--- config.mk ---
export PLATFORM = sky130hd
export DESIGN_NAME = floppy_result_status
export DESIGN_NICKNAME = d
export VERILOG_FILES = /design/src/hw/result_status_pkg.sv /design/src/hw/floppy_result_status.sv
export SDC_FILE = /design/constraint.sdc
export NUM_CORES = 1
export LEC_CHECK = 0
export BUFFER_PORTS_ARGS = -buffer_cell sky130_fd_sc_hd__buf_2
export CAP_MARGIN = 20
export CORE_MARGIN = 5
export CORE_UTILIZATION = 44
export DETAILED_ROUTE_END_ITERATION = 10
export GPL_TIMING_DRIVEN = 1
export PLACE_DENSITY = 0.66
export SLEW_MARGIN = 5
export SYNTH_ARGS = -nofsm -noshare
export SYNTH_HDL_FRONTEND = slang
export SYNTH_SLANG_ARGS = --single-unit
--- constraint.sdc ---
create_clock -name sys_clk -period 2.3 [get_ports sys_clk]
set_clock_uncertainty 0.15 [all_clocks]
set_input_delay 0.115 -clock sys_clk [delete_from_list [all_inputs] [get_ports sys_clk]]
set_output_delay 0.115 -clock sys_clk [all_outputs]
set_load 0.005 [all_outputs]
--- src/hw/result_status_pkg.sv ---
package result_status_pkg;

    // ------------------------------------------------------------
    // Termination codes
    // ------------------------------------------------------------
    localparam logic [1:0] TERM_NORMAL   = 2'h0;
    localparam logic [1:0] TERM_ABNORMAL = 2'h1;
    localparam logic [1:0] TERM_INVALID  = 2'h2;
    localparam logic [1:0] TERM_POLLING  = 2'h3;

    // ------------------------------------------------------------
    // Field positions and constants
    // ------------------------------------------------------------
    localparam logic [7:0] BAD_TRACK_NUMBER = 8'hFF;
    localparam int         RECAL_STEP_LIMIT = 80;
    localparam int         RESULT_BYTES_MAX = 4;
    localparam logic [2:0] COUNT_ONE        = 3'h1;

    // Packed layouts of the four result bytes.
    typedef struct packed {
        logic [1:0] termination_code;
        logic       positioning_done;
        logic       equipment_fault;
        logic       zero_bit;
        logic       head_address;
        logic [1:0] drive_number;
    } termination_status_type;

    typedef struct packed {
        logic track_end_reached;
        logic zero_bit6;
        logic crc_error_any_field;
        logic service_late_flag;
        logic zero_bit3;
        logic sector_absent;
        logic write_blocked;
        logic id_or_data_mark_absent;
    } transfer_error_type;

    typedef struct packed {
        logic zero_bit7;
        logic unexpected_mark_type;
        logic crc_error_data_field;
        logic track_mismatch;
        logic zero_bit3;
        logic zero_bit2;
        logic bad_track_marker;
        logic data_mark_absent;
    } field_error_type;

    typedef struct packed {
        logic       zero_bit7;
        logic       write_protect_state;
        logic       one_bit5;
        logic       track_zero_state;
        logic       one_bit3;
        logic       head_select_state;
        logic [1:0] drive_select_state;
    } drive_pin_state_type;

    // Error, step, write and seek-done events reported by the command engine, one-cycle pulses.
    typedef struct packed {
        logic track_end;
        logic id_crc_error;
        logic data_crc_error;
        logic service_late;
        logic sector_not_found;
        logic id_mark_missing;
        logic data_mark_missing;
        logic mark_type_wrong;
        logic step_out_past_zero;
        logic recal_step;
        logic write_cmd;
        logic seek_done;
    } event_type;

endpackage

--- src/hw/floppy_result_status.sv ---
`timescale 1ns/1ps
// Behaviour
// byte 0 bits 7:6 carry termination code 00/01/10/11.
// byte 0 bit 5 set when seek, relative seek or recalibrate completes.
// byte 0 bit 4 set after 80 steps without track zero, or overstep.
// byte 0 shows head in bit 2 and drive number in bits 1:0.
// unused bits of bytes 0, 1 and 2 always read zero.
// byte 1 bit 7 set when access passes last sector or no terminal count.
// byte 1 bit 5 set on CRC error in ID or data field.
// byte 1 bit 4 set when host service comes too late.
// byte 1 bit 2 set when the requested sector cannot be found.
// byte 1 bit 1 set if write protect rises during a write command.
// byte 1 bit 0 set when ID mark or data mark is missing.
// byte 2 bit 6 set when the data mark type is unexpected.
// byte 2 bit 5 set on CRC error in the data field.
// byte 2 bit 4 set when ID track differs from internal track.
// byte 2 bit 1 set when the differing ID track equals FF.
// byte 2 bit 0 set when no data or deleted-data mark is found.
// byte 3 mirrors write protect, track zero, head and drive selects.
// byte 3 bit 7 reads 0, bits 5 and 3 read 1.
// result bytes are presented one after another as data reads.
// command busy stays high until the last result byte is read.
// host reads only with transfer allowed and direction set to read.
// flags are captured at termination and held until read.
// all flags clear when a new command begins.
module floppy_result_status #(
    parameter int STEP_LIMIT = result_status_pkg::RECAL_STEP_LIMIT
) (
    input  wire logic                         sys_clk,
    input  wire logic                         rst_n,
    input  wire logic                         command_start,
    input  wire logic                         command_end,
    input  wire logic [1:0]                   end_code,
    input  wire logic [2:0]                   result_count,
    input  wire logic                         recalibrate_active,
    input  wire logic                         write_active,
    input  wire logic                         track_check,
    input  wire logic [7:0]                   id_track,
    input  wire logic [7:0]                   internal_track,
    input  wire result_status_pkg::event_type events,
    input  wire logic                         write_protect_input,
    input  wire logic                         track_zero_input,
    input  wire logic                         head_select_output,
    input  wire logic [1:0]                   drive_select_output,
    input  wire logic                         result_read,
    output logic [7:0]                        result_data,
    output logic                              host_transfer_allowed,
    output logic                              transfer_direction,
    output logic                              command_busy
);

    // ------------------------------------------------------------
    // Phase machine
    // ------------------------------------------------------------
    typedef enum logic [2:0] {
        IDLE_STATE    = 3'h1,
        EXECUTE_STATE = 3'h2,
        RESULT_STATE  = 3'h4
    } phase_type;

    phase_type phase;
    phase_type next_phase;

    logic [6:0] step_count;
    logic [2:0] byte_index;
    logic [2:0] byte_total;
    logic       write_protect_prev;

    // Sticky flags gathered during execution.
    logic track_end_flag;
    logic crc_any_flag;
    logic crc_data_flag;
    logic service_late_flag;
    logic sector_absent_flag;
    logic write_blocked_flag;
    logic id_mark_flag;
    logic data_mark_flag;
    logic mark_type_flag;
    logic fault_flag;
    logic positioning_flag;
    logic track_mismatch_flag;
    logic bad_track_flag;

    result_status_pkg::termination_status_type byte0;
    result_status_pkg::transfer_error_type     byte1;
    result_status_pkg::field_error_type        byte2;
    result_status_pkg::drive_pin_state_type    byte3;

    // ------------------------------------------------------------
    // Event decoding
    // ------------------------------------------------------------
    wire executing      = (phase == EXECUTE_STATE);
    wire clear_flags    = command_start & ~executing;
    wire wp_rise        = write_protect_input & ~write_protect_prev;
    wire step_limit_hit = recalibrate_active & events.recal_step
                          & ~track_zero_input
                          & (step_count == 7'(STEP_LIMIT - 1));
    wire track_differs  = track_check & (id_track != internal_track);
    wire last_read      = result_read & (byte_index == byte_total - 3'h1);
    wire enter_result   = executing & command_end
                          & (result_count != 3'h0);

    always_comb begin
        next_phase = phase;
        unique case (phase)
            IDLE_STATE: begin
                if (command_start) begin
                    next_phase = EXECUTE_STATE;
                end
            end
            EXECUTE_STATE: begin
                if (command_end) begin
                    next_phase = (result_count != 3'h0) ? RESULT_STATE
                                                        : IDLE_STATE;
                end
            end
            RESULT_STATE: begin
                if (last_read) begin
                    next_phase = IDLE_STATE;
                end
            end
            default: next_phase = IDLE_STATE;
        endcase
    end

    always_ff @(posedge sys_clk) begin
        if (!rst_n) begin
            phase <= IDLE_STATE;
        end else begin
            phase <= next_phase;
        end
    end

    // ------------------------------------------------------------
    // Step counter and write-protect edge
    // ------------------------------------------------------------
    // Counting stops at the limit so a stuck drive cannot wrap it.
    always_ff @(posedge sys_clk) begin
        if (!rst_n || clear_flags) begin
            step_count <= 7'h00;
        end else if (recalibrate_active && events.recal_step
                     && step_count != 7'(STEP_LIMIT)) begin
            step_count <= step_count + 7'h01;
        end
    end

    // Tracking the pin through reset keeps a protected disk from looking
    // like a fresh rising edge on the first cycle after release.
    always_ff @(posedge sys_clk) begin
        write_protect_prev <= write_protect_input;
    end

    // ------------------------------------------------------------
    // Sticky flags: set only while executing, cleared at start
    // ------------------------------------------------------------
    // A start that arrives during execution is refused, so it never wipes
    // flags while they are being raised and a set always wins.
    always_ff @(posedge sys_clk) begin
        if (!rst_n || clear_flags) begin
            track_end_flag      <= 1'b0;
            crc_any_flag        <= 1'b0;
            crc_data_flag       <= 1'b0;
            service_late_flag   <= 1'b0;
            sector_absent_flag  <= 1'b0;
            write_blocked_flag  <= 1'b0;
            id_mark_flag        <= 1'b0;
            data_mark_flag      <= 1'b0;
            mark_type_flag      <= 1'b0;
            fault_flag          <= 1'b0;
            positioning_flag    <= 1'b0;
            track_mismatch_flag <= 1'b0;
            bad_track_flag      <= 1'b0;
        end else if (executing) begin
            if (events.track_end) track_end_flag <= 1'b1;
            if (events.id_crc_error || events.data_crc_error)
                crc_any_flag <= 1'b1;
            if (events.data_crc_error) crc_data_flag <= 1'b1;
            if (events.service_late) service_late_flag <= 1'b1;
            if (events.sector_not_found)
                sector_absent_flag <= 1'b1;
            if (write_active && wp_rise)
                write_blocked_flag <= 1'b1;
            if (events.id_mark_missing || events.data_mark_missing)
                id_mark_flag <= 1'b1;
            if (events.data_mark_missing) data_mark_flag <= 1'b1;
            if (events.mark_type_wrong) mark_type_flag <= 1'b1;
            if (step_limit_hit || events.step_out_past_zero)
                fault_flag <= 1'b1;
            if (events.seek_done) positioning_flag <= 1'b1;
            if (track_differs) begin
                track_mismatch_flag <= 1'b1;
                if (id_track == result_status_pkg::BAD_TRACK_NUMBER)
                    bad_track_flag <= 1'b1;
            end
        end
    end

    // ------------------------------------------------------------
    // Snapshot at termination
    // ------------------------------------------------------------
    // The first byte leaves in the cycle it is captured, so the two
    // bytes that can lead a result phase are built here for both uses.
    wire [7:0] fresh_byte0 = {end_code,
                              positioning_flag,
                              fault_flag,
                              1'h0,
                              head_select_output,
                              drive_select_output};
    wire [7:0] fresh_byte3 = {1'h0,
                              write_protect_input,
                              1'h1,
                              track_zero_input,
                              1'h1,
                              head_select_output,
                              drive_select_output};

    always_ff @(posedge sys_clk) begin
        if (!rst_n) begin
            byte0 <= '0;
            byte1 <= '0;
            byte2 <= '0;
            byte3 <= '0;
        end else if (enter_result) begin
            byte0                        <= fresh_byte0;
            byte1.track_end_reached      <= track_end_flag;
            byte1.zero_bit6              <= 1'b0;
            byte1.crc_error_any_field    <= crc_any_flag;
            byte1.service_late_flag      <= service_late_flag;
            byte1.zero_bit3              <= 1'b0;
            byte1.sector_absent          <= sector_absent_flag;
            byte1.write_blocked          <= write_blocked_flag;
            byte1.id_or_data_mark_absent <= id_mark_flag;
            byte2.zero_bit7              <= 1'b0;
            byte2.unexpected_mark_type   <= mark_type_flag;
            byte2.crc_error_data_field   <= crc_data_flag;
            byte2.track_mismatch         <= track_mismatch_flag;
            byte2.zero_bit3              <= 1'b0;
            byte2.zero_bit2              <= 1'b0;
            byte2.bad_track_marker       <= bad_track_flag;
            byte2.data_mark_absent       <= data_mark_flag;
            byte3                        <= fresh_byte3;
        end
    end

    // ------------------------------------------------------------
    // Result byte sequencing
    // ------------------------------------------------------------
    // A count of 1 serves the drive-state command, whose single byte
    // is the pin mirror rather than the termination byte.
    localparam logic [2:0] RESULT_LIMIT =
        3'(result_status_pkg::RESULT_BYTES_MAX);

    // At termination the index and count still hold the last command's
    // values, so the fresh count and bytes stand in for them then.
    wire [2:0] clamped_count = (result_count > RESULT_LIMIT) ? RESULT_LIMIT
                                                             : result_count;
    wire [2:0] shown_total = enter_result ? clamped_count : byte_total;
    wire       pin_only    = (shown_total == result_status_pkg::COUNT_ONE);
    wire [2:0] next_index  = enter_result ? 3'h0
                           : result_read  ? byte_index + 3'h1 : byte_index;
    wire [7:0] lead_byte   = enter_result ? fresh_byte0 : byte0;
    wire [7:0] pin_byte    = enter_result ? fresh_byte3 : byte3;
    logic [7:0] next_data;

    always_comb begin
        if (pin_only) begin
            next_data = pin_byte;
        end else begin
            unique case (next_index[1:0])
                2'h0:    next_data = lead_byte;
                2'h1:    next_data = byte1;
                2'h2:    next_data = byte2;
                default: next_data = byte3;
            endcase
        end
    end

    always_ff @(posedge sys_clk) begin
        if (!rst_n) begin
            byte_index <= 3'h0;
            byte_total <= 3'h0;
        end else if (enter_result) begin
            byte_index <= 3'h0;
            byte_total <= clamped_count;
        end else if (phase == RESULT_STATE && result_read) begin
            byte_index <= byte_index + 3'h1;
        end
    end

    // Outputs are registered from the next phase and index, so they change in the same cycle as them.
    always_ff @(posedge sys_clk) begin
        if (!rst_n) begin
            result_data           <= 8'h00;
            host_transfer_allowed <= 1'b1;
            transfer_direction    <= 1'b0;
            command_busy          <= 1'b0;
        end else begin
            result_data           <= (next_phase == RESULT_STATE)
                                     ? next_data : 8'h00;
            host_transfer_allowed <= (next_phase != EXECUTE_STATE);
            transfer_direction    <= (next_phase == RESULT_STATE);
            command_busy          <= (next_phase != IDLE_STATE);
        end
    end

    // ------------------------------------------------------------
    // Checks
    // ------------------------------------------------------------
    a_busy_holds_result: assert property (@(posedge sys_clk)
        disable iff (!rst_n)
        (phase == RESULT_STATE && !last_read) |=> command_busy)
        else $error("busy dropped before last result byte");

    a_result_direction: assert property (@(posedge sys_clk)
        disable iff (!rst_n)
        enter_result |=> ##[0:1] (transfer_direction
                                  && host_transfer_allowed))
        else $error("result phase not flagged for reading");

    a_zero_bits: assert property (@(posedge sys_clk)
        disable iff (!rst_n)
        !byte0[3] && !byte1[6] && !byte1[3]
        && !byte2[7] && !byte2[3] && !byte2[2])
        else $error("unused status bit not zero");

    a_pin_byte_fixed: assert property (@(posedge sys_clk)
        disable iff (!rst_n)
        enter_result |=> (byte3[5] && byte3[3] && !byte3[7]))
        else $error("pin byte fixed bits wrong");

    a_code_captured: assert property (@(posedge sys_clk)
        disable iff (!rst_n)
        enter_result |=> byte0[7:6] == $past(end_code))
        else $error("termination code not captured");

    a_snapshot_stable: assert property (@(posedge sys_clk)
        disable iff (!rst_n)
        (phase == RESULT_STATE && !enter_result) |=> $stable(byte1))
        else $error("result byte changed during result phase");

    a_flags_cleared: assert property (@(posedge sys_clk)
        disable iff (!rst_n)
        clear_flags |=> !crc_any_flag && !fault_flag
                          && !track_mismatch_flag)
        else $error("flags not cleared at command start");

    a_bad_needs_mismatch: assert property (@(posedge sys_clk)
        disable iff (!rst_n)
        bad_track_flag |-> track_mismatch_flag)
        else $error("bad track without track mismatch");

    a_crc_data_any: assert property (@(posedge sys_clk)
        disable iff (!rst_n)
        crc_data_flag |-> crc_any_flag)
        else $error("data crc flag without any-field flag");

    a_step_fault: assert property (@(posedge sys_clk)
        disable iff (!rst_n)
        (executing && step_limit_hit && !clear_flags) |=> fault_flag)
        else $error("step limit did not raise fault");

endmodule

Word-level counts from Yosys, hierarchy flattened
Index checks and enable logic that the tools add are counted.
Widths: inputs -> output; s select.
{"block": "word_totals", "elab_cells": 116, "reg_bits": 68, "input_bits": 46, "out_inout_bits": 11}
{"block": "op_classes", "addsub": 3, "magnitude_cmp": 1, "n_reduce_logical": 26, "n_mux": 13, "bitwise_logic": 13, "n_eq_ne": 14}
{"cell": "$reduce_and 2->1", "n": 13}
{"cell": "$mux 8", "n": 3}
{"cell": "$pmux 8 s3", "n": 1}
{"cell": "$mux 3", "n": 6}
{"cell": "$and 1x1->1", "n": 9}
{"cell": "$pmux 3 s3", "n": 1}
{"cell": "$eq 8x8->1 const B", "n": 1}
{"cell": "$ne 8x8->1", "n": 1}
{"cell": "$add 7x1->7 const B", "n": 1}
{"cell": "$eq 7x7->1 const B", "n": 1}
{"cell": "$ne 7x7->1 const B", "n": 1}
{"cell": "$eq 3x1->1 const B", "n": 2}
{"cell": "$eq 3x3->1 const B", "n": 2}
{"cell": "$logic_and 1x1->1", "n": 4}
{"cell": "$logic_or 1x1->1", "n": 4}
{"cell": "$mux 2", "n": 2}
{"cell": "$not 1->1", "n": 4}
{"cell": "$add 3x1->3 const B", "n": 1}
{"cell": "$eq 3x2->1 const B", "n": 1}
{"cell": "$eq 3x3->1", "n": 1}
{"cell": "$gt 3x3->1 const B", "n": 1}
{"cell": "$ne 3x1->1 const B", "n": 1}
{"cell": "$ne 3x2->1 const B", "n": 1}
{"cell": "$reduce_and 3->1", "n": 1}
{"cell": "7 further kinds", "n": 7}

Depth between registers and ports, before layout
Gate-level depths: netlist (run 1).
{"block": "depth", "word_depth": 7, "ltp_mapped": 7, "depth_no_buf": 7}

Worst setup path after synthesis (run 1)
No wires, ideal clock.
{"block": "synth_timing", "path_type": "register -> register", "startpoint": "reg byte_index[1]", "endpoint": "reg result_data[4]", "path_buffers": 0, "slack_ns": 0.332, "required_ns": 2.021, "setup_ns": 0.129, "path_stages_with_launch": 6, "arrival_ns": 1.689, "cell_sequence": "dfxtp_1 ha_1 mux2i_4 mux4_2 nand2_1 a221oi_2"}
{"block": "synth_via", "elab_chain_cells": 6, "word_cells_on_any_way": 14, "classes_between": "1 x add/sub; 4 x eq/ne; 6 x mux; 1 x bitwise; 2 x reduce/logical"}
{"element": "from (decl)", "line": "floppy_result_status.sv:65", "rtl": "logic [2:0] byte_index;"}
{"element": "from (signal assigned)", "line": "floppy_result_status.sv:286", "rtl": "byte_index <= byte_index + 3'h1;"}
{"element": "$add 3x1->3 / $eq 3x3->1 (equally long branches)"}
{"element": "$mux 2 / $and 1x1->1 (equally long branches)", "line": "floppy_result_status.sv:260, floppy_result_status.sv:99"}
{"element": "$mux 2 / $mux 3 (equally long branches)", "line": "floppy_result_status.sv:259, floppy_result_status.sv:118"}
{"element": "$eq 2x2->1, or another cell as far along", "line": "floppy_result_status.sv:269", "rtl": "unique case (next_index[1:0])"}
{"element": "$pmux 8 s3 / $eq 3x3->1 (equally long branches)", "line": "floppy_result_status.sv:269, floppy_result_status.sv:298"}
{"element": "$mux 8 / $reduce_and 2->1 (equally long branches)"}
{"element": "to (signal assigned)", "line": "floppy_result_status.sv:298", "rtl": "result_data <= (next_phase == RESULT_STATE)"}
{"element": "to (decl)", "line": "floppy_result_status.sv:46", "rtl": "output logic [7:0] result_data,"}
Several ways; a longest one is shown, not always the timed one.
A chain may end at the register's enable or synchronous reset.

Worst setup path after layout (run 1)
{"block": "layout_timing", "startpoint": "reg byte_index[0]", "endpoint": "reg result_data[6]"}
Same word-level chain as after synthesis.

==> impl_metrics.toml, run 1 <==
[sta]
fmax_mhz = 492.2
finalCritPeriodShare_pct = 88.33
finalMaxSlewViolations = 0
finalCriticalPeriod_ns = 2.032
relSlewSlack_pct = 65.15
fin_ws_ns = 0.2684
finalSetupTns_ns = 0
max_slew.worst_pin.slew_ns = 0.5222
setup_viol = 0
rsz0062_at_grt = "false"
hold_ws_ns = 0.009786
final-hold-violation-count = 0

[worst_setup_path]
required_ns = 2.39
ff2ff_setup_slack_ns = 0.27
arrival_ns = 2.12
timing.rr.end = "result_data[6]$_SDFF_PN0_"
critPathMaxFanout = 5
end_kind = "register"
rr_worst_depth = 5
reg2reg_from = "byte_index[0]$_SDFFE_PP0P_"
critPathKind = "reg -> reg"
cp-start-kind = "register"

[clock_network]
clock_latency_ns = 0.34
clock-sinks = 68
cts_resized = 0
post_cts_buffers = 0
cts_root_buffer = "clkbuf_8"
cts_buffer_depth = 2
clk_pin_slew_ns = 0.07
cts_tree = "built"
htree_levels = 3
cts_buffers = 9

[layout]
fin_nets = 475
layout_commonest_cell = "dfxtp_1"
diodes = 0
area_growth_pct = 26.29
drive_above_1_share_pct = 22.56
final_cell_mix = "68 x dfxtp_1, 60 x nand2_1, 55 x buf_2"

[flow_run]
drv_cap = 0

[power_and_ir_drop]
p_comb_share_pct = 7.5
clockPowerShare_pct = 41.2
swShare_pct = 23.80
irDropWorstVdd_uv = 424.9
p_switching_mw = 0.5549
p_leak_nw = 1.516
seqPwrFrac_pct = 51.4
powerDensity_nw_per_um2 = 610.0
p_int_mw = 1.777

[yosys]
syn_nets = 391
syn-cell-area_um2 = 3027
post_synth_num_cell_types = 55
synth-seq-cells = 68
ys_seq_area_share_pct = 44.98
synth_ff_type = "dfxtp_1"
syn-mean-instance-area_um2 = 8.876
synthCells = 341
synth-edff-count = 0
yosys_warnings = 0
async_reset_ff_share_pct = 0

[route]
drc = 0
via_per_inst = 5.047
wl_per_cell_um = 13.37
dr.pass1.iters = 4
vias = 2574
antenna_left = 0
drt_iter0_markers = 106
wirelength_um = 6817

[placement]
place_ws_ns = 0.2930
port_buffers = 55
hpwl_um = 4794
routabilityCongestion = 0.8733

[grt]
grt_pass1_vias = 2522
gr-usage-all-layers_pct = 17.30
grt_max_degree = 33
grt_overflow = 0
grt_antenna_before_repair = 0
grt_first_pass_wirelength_um = 11820

[floorplan]
start_util_pct = 44.80
rows = 30
die_y_um = 92.94
fp.dieW_um = 92.94
io_pins = 57
core_um2 = 6756
dieArea_um2 = 8638

[hold_path]
whs_path_depth = 5
holdCritPathClass = "in -> reg"
hp-start = "write_active"
min_to = "write_blocked_flag$_SDFFE_PP0P_"

[outcome]
status = "completed"
-- worst max-delay path, stage by stage (launching register included) --
cell and delay [ns]:
dfxtp_1 0.32, ha_1 0.37, mux2_2 0.33, a21oi_1 0.34, o22ai_1 0.14, a221oi_1 0.27
-- power by group through the flow --
stage          Clock (mW)  Combinational [mW]  Sequential, mW
2_1_floorplan           0              0.0767            1.22
3_5_place_dp            0               0.147            1.23
4_1_cts             0.988               0.174            1.20
6_report            0.960               0.174            1.20
3_3_place_gp            0               0.144            1.22
5_1_grt              1.04               0.196            1.20
-- what timing repair did --
| item | 4_1_cts | 5_1_grt |
|---|---|---|
| hold buffers | 21 | 0 |
| endpoints found under the setup margin | 0 | 0 |
| endpoints found under the hold margin | 28 | 0 |
-- metal layers --
layer / wire length, um / global-route usage (%) / vias to the layer above
li1: - / - / 1332
met1: 3226 / 22.67 / 1175
met2: 3140 / 27.23 / 53
met3: 283 / 3.168 / 14
met4: 166 / 8.669 / 0
met5: 0 / 0 / -
-- synthesized netlist by cell type (all sizes together) (2+ instances only) --
master / count / area (um^2)
dfxtp: 68 / 1361
nand2: 61 / 231.5
nor2: 35 / 133.9
a21boi: 24 / 180.2
a21oi: 24 / 120.1
xor2: 14 / 130.1
inv: 13 / 48.80
o21ai: 10 / 50.05
buf: 7 / 35.03
clkbuf: 7 / 27.52
xnor2: 6 / 52.55
nor2b: 5 / 31.28
ha: 4 / 50.05
nand2b: 4 / 25.02
nand3b: 4 / 30.03
nor3b: 4 / 35.03
a211oi: 3 / 22.52
a221oi: 3 / 32.53
and3: 3 / 18.77
mux2i: 3 / 42.54
mux4: 3 / 67.56
nand3: 3 / 15.01
nand4: 3 / 25.02
nor3: 3 / 20.02
nor4: 3 / 18.77
o22ai: 3 / 18.77
a31oi: 2 / 27.53
and3b: 2 / 17.52
and4bb: 2 / 25.02
o21a: 2 / 15.01
-- cell families after synthesis --
kind of cell / Yosys count / share of synthesized area, %
AND/OR/NAND/NOR: 136 / 21.79
AO/OA/AOI/OAI: 79 / 17.86
flip-flops: 68 / 44.98
buffers and inverters: 27 / 3.679
XOR/XNOR: 20 / 6.036
multiplexers: 7 / 4.010
adder cells (fa/ha/maj): 4 / 1.654
-- area by class of cell --
| cell class | instances | area [um^2] |
|---|---|---|
| Clock inverter | 7 | 66.31 |
| Timing Repair Buffer | 87 | 568.0 |
| Sequential cell | 68 | 1361 |
| Multi-Input combinational cell | 246 | 1554 |
| Inverter | 13 | 48.80 |
| Fill cell | 637 | 2934 |
| Clock buffer | 9 | 123.9 |
| Tap cell | 80 | 100.1 |
-- registers in the layout, summed over array words and instances, names as in the netlist, 3 cells and up --
| name | flops |
|---|---|
| phase | 3 |
| result_data | 8 |
| byte2 | 5 |
| byte3 | 8 |
| byte1 | 6 |
| step_count | 7 |
| byte0 | 8 |
| byte_total | 3 |
| byte_index | 3 |
-- metrics by stage --
stage                     cell area (um^2)  power [mW]  cells  utilization, %
after floorplan                       3027       1.300    341               -
after global placement                3422       1.369    473           50.65
after detailed placement              3422       1.372    473           50.65
after CTS                             3822       2.359    510           56.57
after global routing                  3822       2.435    510           56.57
final                                 3822       2.332    510           56.57
-- worst max path at each step --
| stage | from | to | slack [ns] | depth (start not counted) |
|---|---|---|---|---|
| 2_1_floorplan | byte_index[1]$_SDFFE_PP0P_ | result_data[4]$_SDFF_PN0_ | 0.33 | 5 |
| 3_3_place_gp | byte_index[0]$_SDFFE_PP0P_ | result_data[6]$_SDFF_PN0_ | 0.30 | 5 |
| 3_5_place_dp | byte_index[0]$_SDFFE_PP0P_ | result_data[6]$_SDFF_PN0_ | 0.29 | 5 |
| 4_1_cts | byte_index[0]$_SDFFE_PP0P_ | result_data[6]$_SDFF_PN0_ | 0.27 | 5 |
| 5_1_grt | byte_index[0]$_SDFFE_PP0P_ | result_data[6]$_SDFF_PN0_ | 0.12 | 5 |
| 6_report | byte_index[0]$_SDFFE_PP0P_ | result_data[6]$_SDFF_PN0_ | 0.27 | 5 |
Power figures use the tool's default switching activity.
==> inputs of run 2 (changes only) <==
--- a/config.mk
+++ b/config.mk
@@ -7,6 +7,7 @@
 export LEC_CHECK = 0
 export BUFFER_PORTS_ARGS = -buffer_cell sky130_fd_sc_hd__buf_2
 export CAP_MARGIN = 20
+export CORE_ASPECT_RATIO = 0.7
 export CORE_MARGIN = 5
 export CORE_UTILIZATION = 44
 export DETAILED_ROUTE_END_ITERATION = 10
==> run 2 against run 1 <==
  * Combinational power about the same
  * Register-to-register slack worse by 0.02 ns
  * Via count up 0.12%
  * Cell count up 2.4%
  * Critical endpoint unchanged
  * Wire length up 5.0%
  * Largest power group unchanged
==> impl_metrics.toml, run 2 (synthesis gave the netlist of run 1 again) <==
[worst_setup_path]
ff2ff_setup_slack_ns = 0.25
end_kind = "register"
timing.rr.end = "result_data[6]$_SDFF_PN0_"
required_ns = 2.39
crit_family = "compound AO/OA/AOI/OAI gates"
critPathMaxFanout = 5
path_cells = "ha_1 > mux2_2 > a21oi_1 > o22ai_1 > a221oi_1"
rr_worst_depth = 5
critical_path_depth = 5
critical-path-slowest-cell = "a21oi_1"
critPathKind = "reg -> reg"
arrival_ns = 2.14
reg2reg_from = "byte_index[0]$_SDFFE_PP0P_"
cp-start-kind = "register"
max_stage_delay_ns = 0.40
worst-path-buf-inv = 0

[layout]
final_cell_mix = "68 x dfxtp_1, 60 x nand2_1, 55 x buf_2"
multiInputGateArea_um2 = 1559
diodes = 0
seqCellArea_um2 = 1361
fin_nets = 473
layout_commonest_cell = "dfxtp_1"
final_cells = 522
area_growth_pct = 27.20
final_core_utilization_pct = 57.25
nFillCells = 615
drive_above_1_share_pct = 22.66
reg_top3 = "byte0 x8, byte3 x8, result_data x8"
finalInstanceArea_um2 = 3850

[route]
vias = 2577
drt_iter0_markers = 190
top_layer = "met4"
drc = 0
wirelength_um = 7158
wl_met1_um = 3480
dr.pass1.iters = 4
wl_per_cell_um = 13.71
wl_met3_um = 441
via_per_inst = 4.937
met2_length_um = 3185
antenna_left = 0

[sta]
fmax_mhz = 487.7
finalCritPeriodShare_pct = 89.15
rsz0062_at_grt = "false"
finalCriticalPeriod_ns = 2.050
max_slew.worst_pin.slew_ns = 0.5513
relSlewSlack_pct = 63.22
finalSetupTns_ns = 0
fin_ws_ns = 0.2496
setup_viol = 0
hold_ws_ns = 0.001783
final-hold-violation-count = 0
finalMaxSlewViolations = 0

[floorplan]
io_pins = 57
dieArea_um2 = 8664
rows = 25
die_y_um = 79.39
core_um2 = 6725
start_util_pct = 45.00
fp.dieW_um = 109.1

[power_and_ir_drop]
fin_total_pwr_mw = 2.357
powerDensity_nw_per_um2 = 612.3
irDropWorstVdd_uv = 356.4
p_leak_nw = 1.515

[placement]
postPlaceCellArea_um2 = 3457
placed_cells = 487
place_ws_ns = 0.2507
hpwl_um = 5170
port_buffers = 55
routabilityCongestion = 0.7894

[hold_path]
holdCritPathClass = "in -> reg"
min_to = "write_blocked_flag$_SDFFE_PP0P_"
whs_path_depth = 5
hp-start = "write_active"

[outcome]
status = "completed"

[clock_network]
cts_buffer_depth = 2
cts_resized = 0
clock_latency_ns = 0.34
cts_hold_buf = 19
cts_root_buffer = "clkbuf_8"
cts_tree = "built"
cts_buffers = 9
clk_pin_slew_ns = 0.07
htree_levels = 3
post_cts_buffers = 0
clock-sinks = 68

[grt]
grt_overflow = 0
grt_max_degree = 33
grt_pass1_vias = 2537
grt_first_pass_wirelength_um = 11800
gr-usage-all-layers_pct = 17.66
grt_antenna_before_repair = 0

[flow_run]
drv_cap = 0
## run 2: cell types whose count changed in the layout (fill, tap and decap cells not counted), sizes merged
| cell | delta |
|---|---|
| dlygate4sd3 | -2 |
| inv | -1 |
| clkinv | -2 |
| clkbuf | +3 |
## run 2: area by class of cell
class	count	area share, %
inverters	13	1.267
flip-flops and latches	68	35.36
clock buffers	12	4.030
multi-input cells	246	40.49
clock inverters	4	1.235
repair buffers	85	14.56
well taps	94	3.055
## run 2: power breakdown
part / switching [mW] / internal [mW] / total [mW]
Combinational: 0.0827 / 0.0915 / 0.174
Sequential: 0.0104 / 1.19 / 1.20
Clock: 0.428 / 0.556 / 0.984
Total: 0.521 / 1.84 / 2.36
## run 2: per-layer routing
layer	track usage (%)	up-vias
met4	5.296	0
met3	5.740	7
li1	-	1335
met1	22.81	1179
met5	0	-
met2	28.13	56
## run 2: worst max path at each step
| stage | startpoint | endpoint | slack (ns) |
|---|---|---|---|
| CTS | byte_index[0]$_SDFFE_PP0P_ | result_data[4]$_SDFF_PN0_ | 0.25 |
| global placement | byte_index[0]$_SDFFE_PP0P_ | result_data[6]$_SDFF_PN0_ | 0.29 |
| global route | step_count[0]$_SDFFE_PP0P_ | step_count[5]$_SDFFE_PP0P_ | 0.16 |
| finish | byte_index[0]$_SDFFE_PP0P_ | result_data[6]$_SDFF_PN0_ | 0.25 |
| detailed placement | byte_index[0]$_SDFFE_PP0P_ | result_data[4]$_SDFF_PN0_ | 0.25 |
| floorplan | byte_index[1]$_SDFFE_PP0P_ | result_data[4]$_SDFF_PN0_ | 0.33 |
## run 2: worst min-delay path, delay by kind of cell
family	cells	cell delay [ns]
AND/OR/NAND/NOR	3	0.20
buffers and inverters	1	0.07
AO/OA/AOI/OAI	1	0.07
==> inputs of run 3 (changes only) <==
--- a/config.mk
+++ b/config.mk
@@ -5,7 +5,7 @@
 export SDC_FILE = /design/constraint.sdc
 export NUM_CORES = 1
 export LEC_CHECK = 0
-export BUFFER_PORTS_ARGS = -buffer_cell sky130_fd_sc_hd__buf_2
+export BUFFER_PORTS_ARGS = -buffer_cell sky130_fd_sc_hd__clkbuf_2
 export CAP_MARGIN = 20
 export CORE_ASPECT_RATIO = 0.7
 export CORE_MARGIN = 5
==> run 3 against run 2 <==
  * First-iteration DRC count is 33% lower
  * Die area unchanged
  * Worst hold slack better by 0.030 ns
  * Combinational power is essentially flat
  * Sequential power about the same
==> impl_metrics.toml, run 3 (synthesis gave the netlist of run 1 again) <==
[outcome]
status = "completed"

[worst_setup_path]
critical-path-slowest-cell = "dfxtp_1"
arrival_ns = 2.12
max_stage_delay_ns = 0.48
end_kind = "register"
crit_family = "simple AND/OR/NAND/NOR gates"
worst-path-buf-inv = 0
required_ns = 2.39
path_cells = "nand4bb_1 > o41ai_1 > a41oi_2 > nand2_2 > and3b_1"
cp-start-kind = "register"
critPathKind = "reg -> reg"
critPathMaxFanout = 10

[grt]
grt_overflow = 0
grt_antenna_before_repair = 0
grt_pass1_vias = 2539
grt_max_degree = 33
gr-usage-all-layers_pct = 17.68
grt_first_pass_wirelength_um = 11750

[route]
via_per_inst = 4.968
drc = 0
wl_per_cell_um = 13.51
antenna_left = 0
vias = 2603
wirelength_um = 7080
drt_iter0_markers = 127
dr.pass1.iters = 4

[floorplan]
io_pins = 57
fp.dieW_um = 109.1
rows = 25
start_util_pct = 45.00
dieArea_um2 = 8664
die_y_um = 79.39
core_um2 = 6725

[power_and_ir_drop]
p_leak_nw = 1.522
irDropWorstVdd_uv = 305.2
powerDensity_nw_per_um2 = 613.9

[flow_run]
drv_cap = 0

[layout]
nFillCells = 622
reg_top3 = "byte0 x8, byte3 x8, result_data x8"
diodes = 0
fin_nets = 475
area_growth_pct = 27.90
finalInstanceArea_um2 = 3871
drive_above_1_share_pct = 22.33
layout_commonest_cell = "dfxtp_1"
final_cell_mix = "68 x dfxtp_1, 60 x nand2_1, 55 x clkbuf_2"

[sta]
fmax_mhz = 491.0
finalCriticalPeriod_ns = 2.037
finalMaxSlewViolations = 0
fin_ws_ns = 0.2632
max_slew.worst_pin.slew_ns = 0.5251
finalCritPeriodShare_pct = 88.56
setup_viol = 0
finalSetupTns_ns = 0
final-hold-violation-count = 0
hold_ws_ns = 0.03202
rsz0062_at_grt = "false"
relSlewSlack_pct = 64.96

[placement]
routabilityCongestion = 0.7787
postPlaceCellArea_um2 = 3457
hpwl_um = 5037
port_buffers = 55
place_ws_ns = 0.3098

[clock_network]
htree_levels = 3
cts_buffer_depth = 2
clk_pin_slew_ns = 0.07
cts_resized = 0
clock_latency_ns = 0.35
cts_buffers = 9
post_cts_buffers = 0
cts_tree = "built"
clock-sinks = 68
cts_root_buffer = "clkbuf_8"

[hold_path]
holdCritPathClass = "in -> reg"
==> run 3: final cells by class <==
cell class                 instances  area, um^2  area share [%]
timing repair buffer              87       580.6           15.00
clock inverter                     3       45.04           1.164
sequential                        68        1361           35.16
clock buffer                      13       158.9           4.105
multi-input combinational        246        1559           40.27
inverter                          13       48.80           1.261
tap                               94       117.6           3.038
==> run 3: per-stage QoR <==
| step | power (mW) | util, % | instances |
|---|---|---|---|
| final | 2.376 | 57.56 | 524 |
| after global routing | 2.481 | 57.56 | 524 |
| after CTS | 2.407 | 57.56 | 524 |
| after detailed placement | 1.374 | 51.40 | 487 |
| after global placement | 1.371 | 51.40 | 487 |
| after floorplan | 1.300 | - | 341 |
==> run 3: per-layer routing <==
layer,track usage (%),vias up,part of all wire [%]
met3,6.791,10,7.3
met5,0,-,0
met2,27.21,72,43
li1,-,1334,-
met1,22.81,1187,49
met4,5.675,0,1.1
==> run 3: timing repair <==
action	4_1_cts	5_1_grt
hold buffers	21	0
hold endpoints to repair	31	0
setup endpoints to repair	0	0
==> run 3: worst register-to-register path, stage by stage, from the launching register on <==
cell	delay (ns)
dfxtp_1	0.48
nand4bb_1	0.27
o41ai_1	0.42
a41oi_2	0.11
nand2_2	0.27
and3b_1	0.23
==> run 3: worst paths after layout <==
kind	startpoint	end	cells past startpoint	slack [ns]
max	phase[1]$_SDFF_PN0_	result_data[3]$_SDFF_PN0_	5	0.26
min	command_start	phase[0]$_SDFF_PN1_	4	0.03
max reg2reg	phase[1]$_SDFF_PN0_	result_data[3]$_SDFF_PN0_	5	0.26
min reg2reg	crc_any_flag$_SDFFE_PP0P_	crc_any_flag$_SDFFE_PP0P_	2	0.31
==> run 3: power by group <==
group | leakage, nW | internal (mW) | switching [mW] | total, mW
sequential | 0.549 | 1.19 | 0.0106 | 1.20
clock | 0.0959 | 0.561 | 0.441 | 1.00
combinational | 0.877 | 0.0935 | 0.0822 | 0.176
total | 1.52 | 1.84 | 0.534 | 2.38
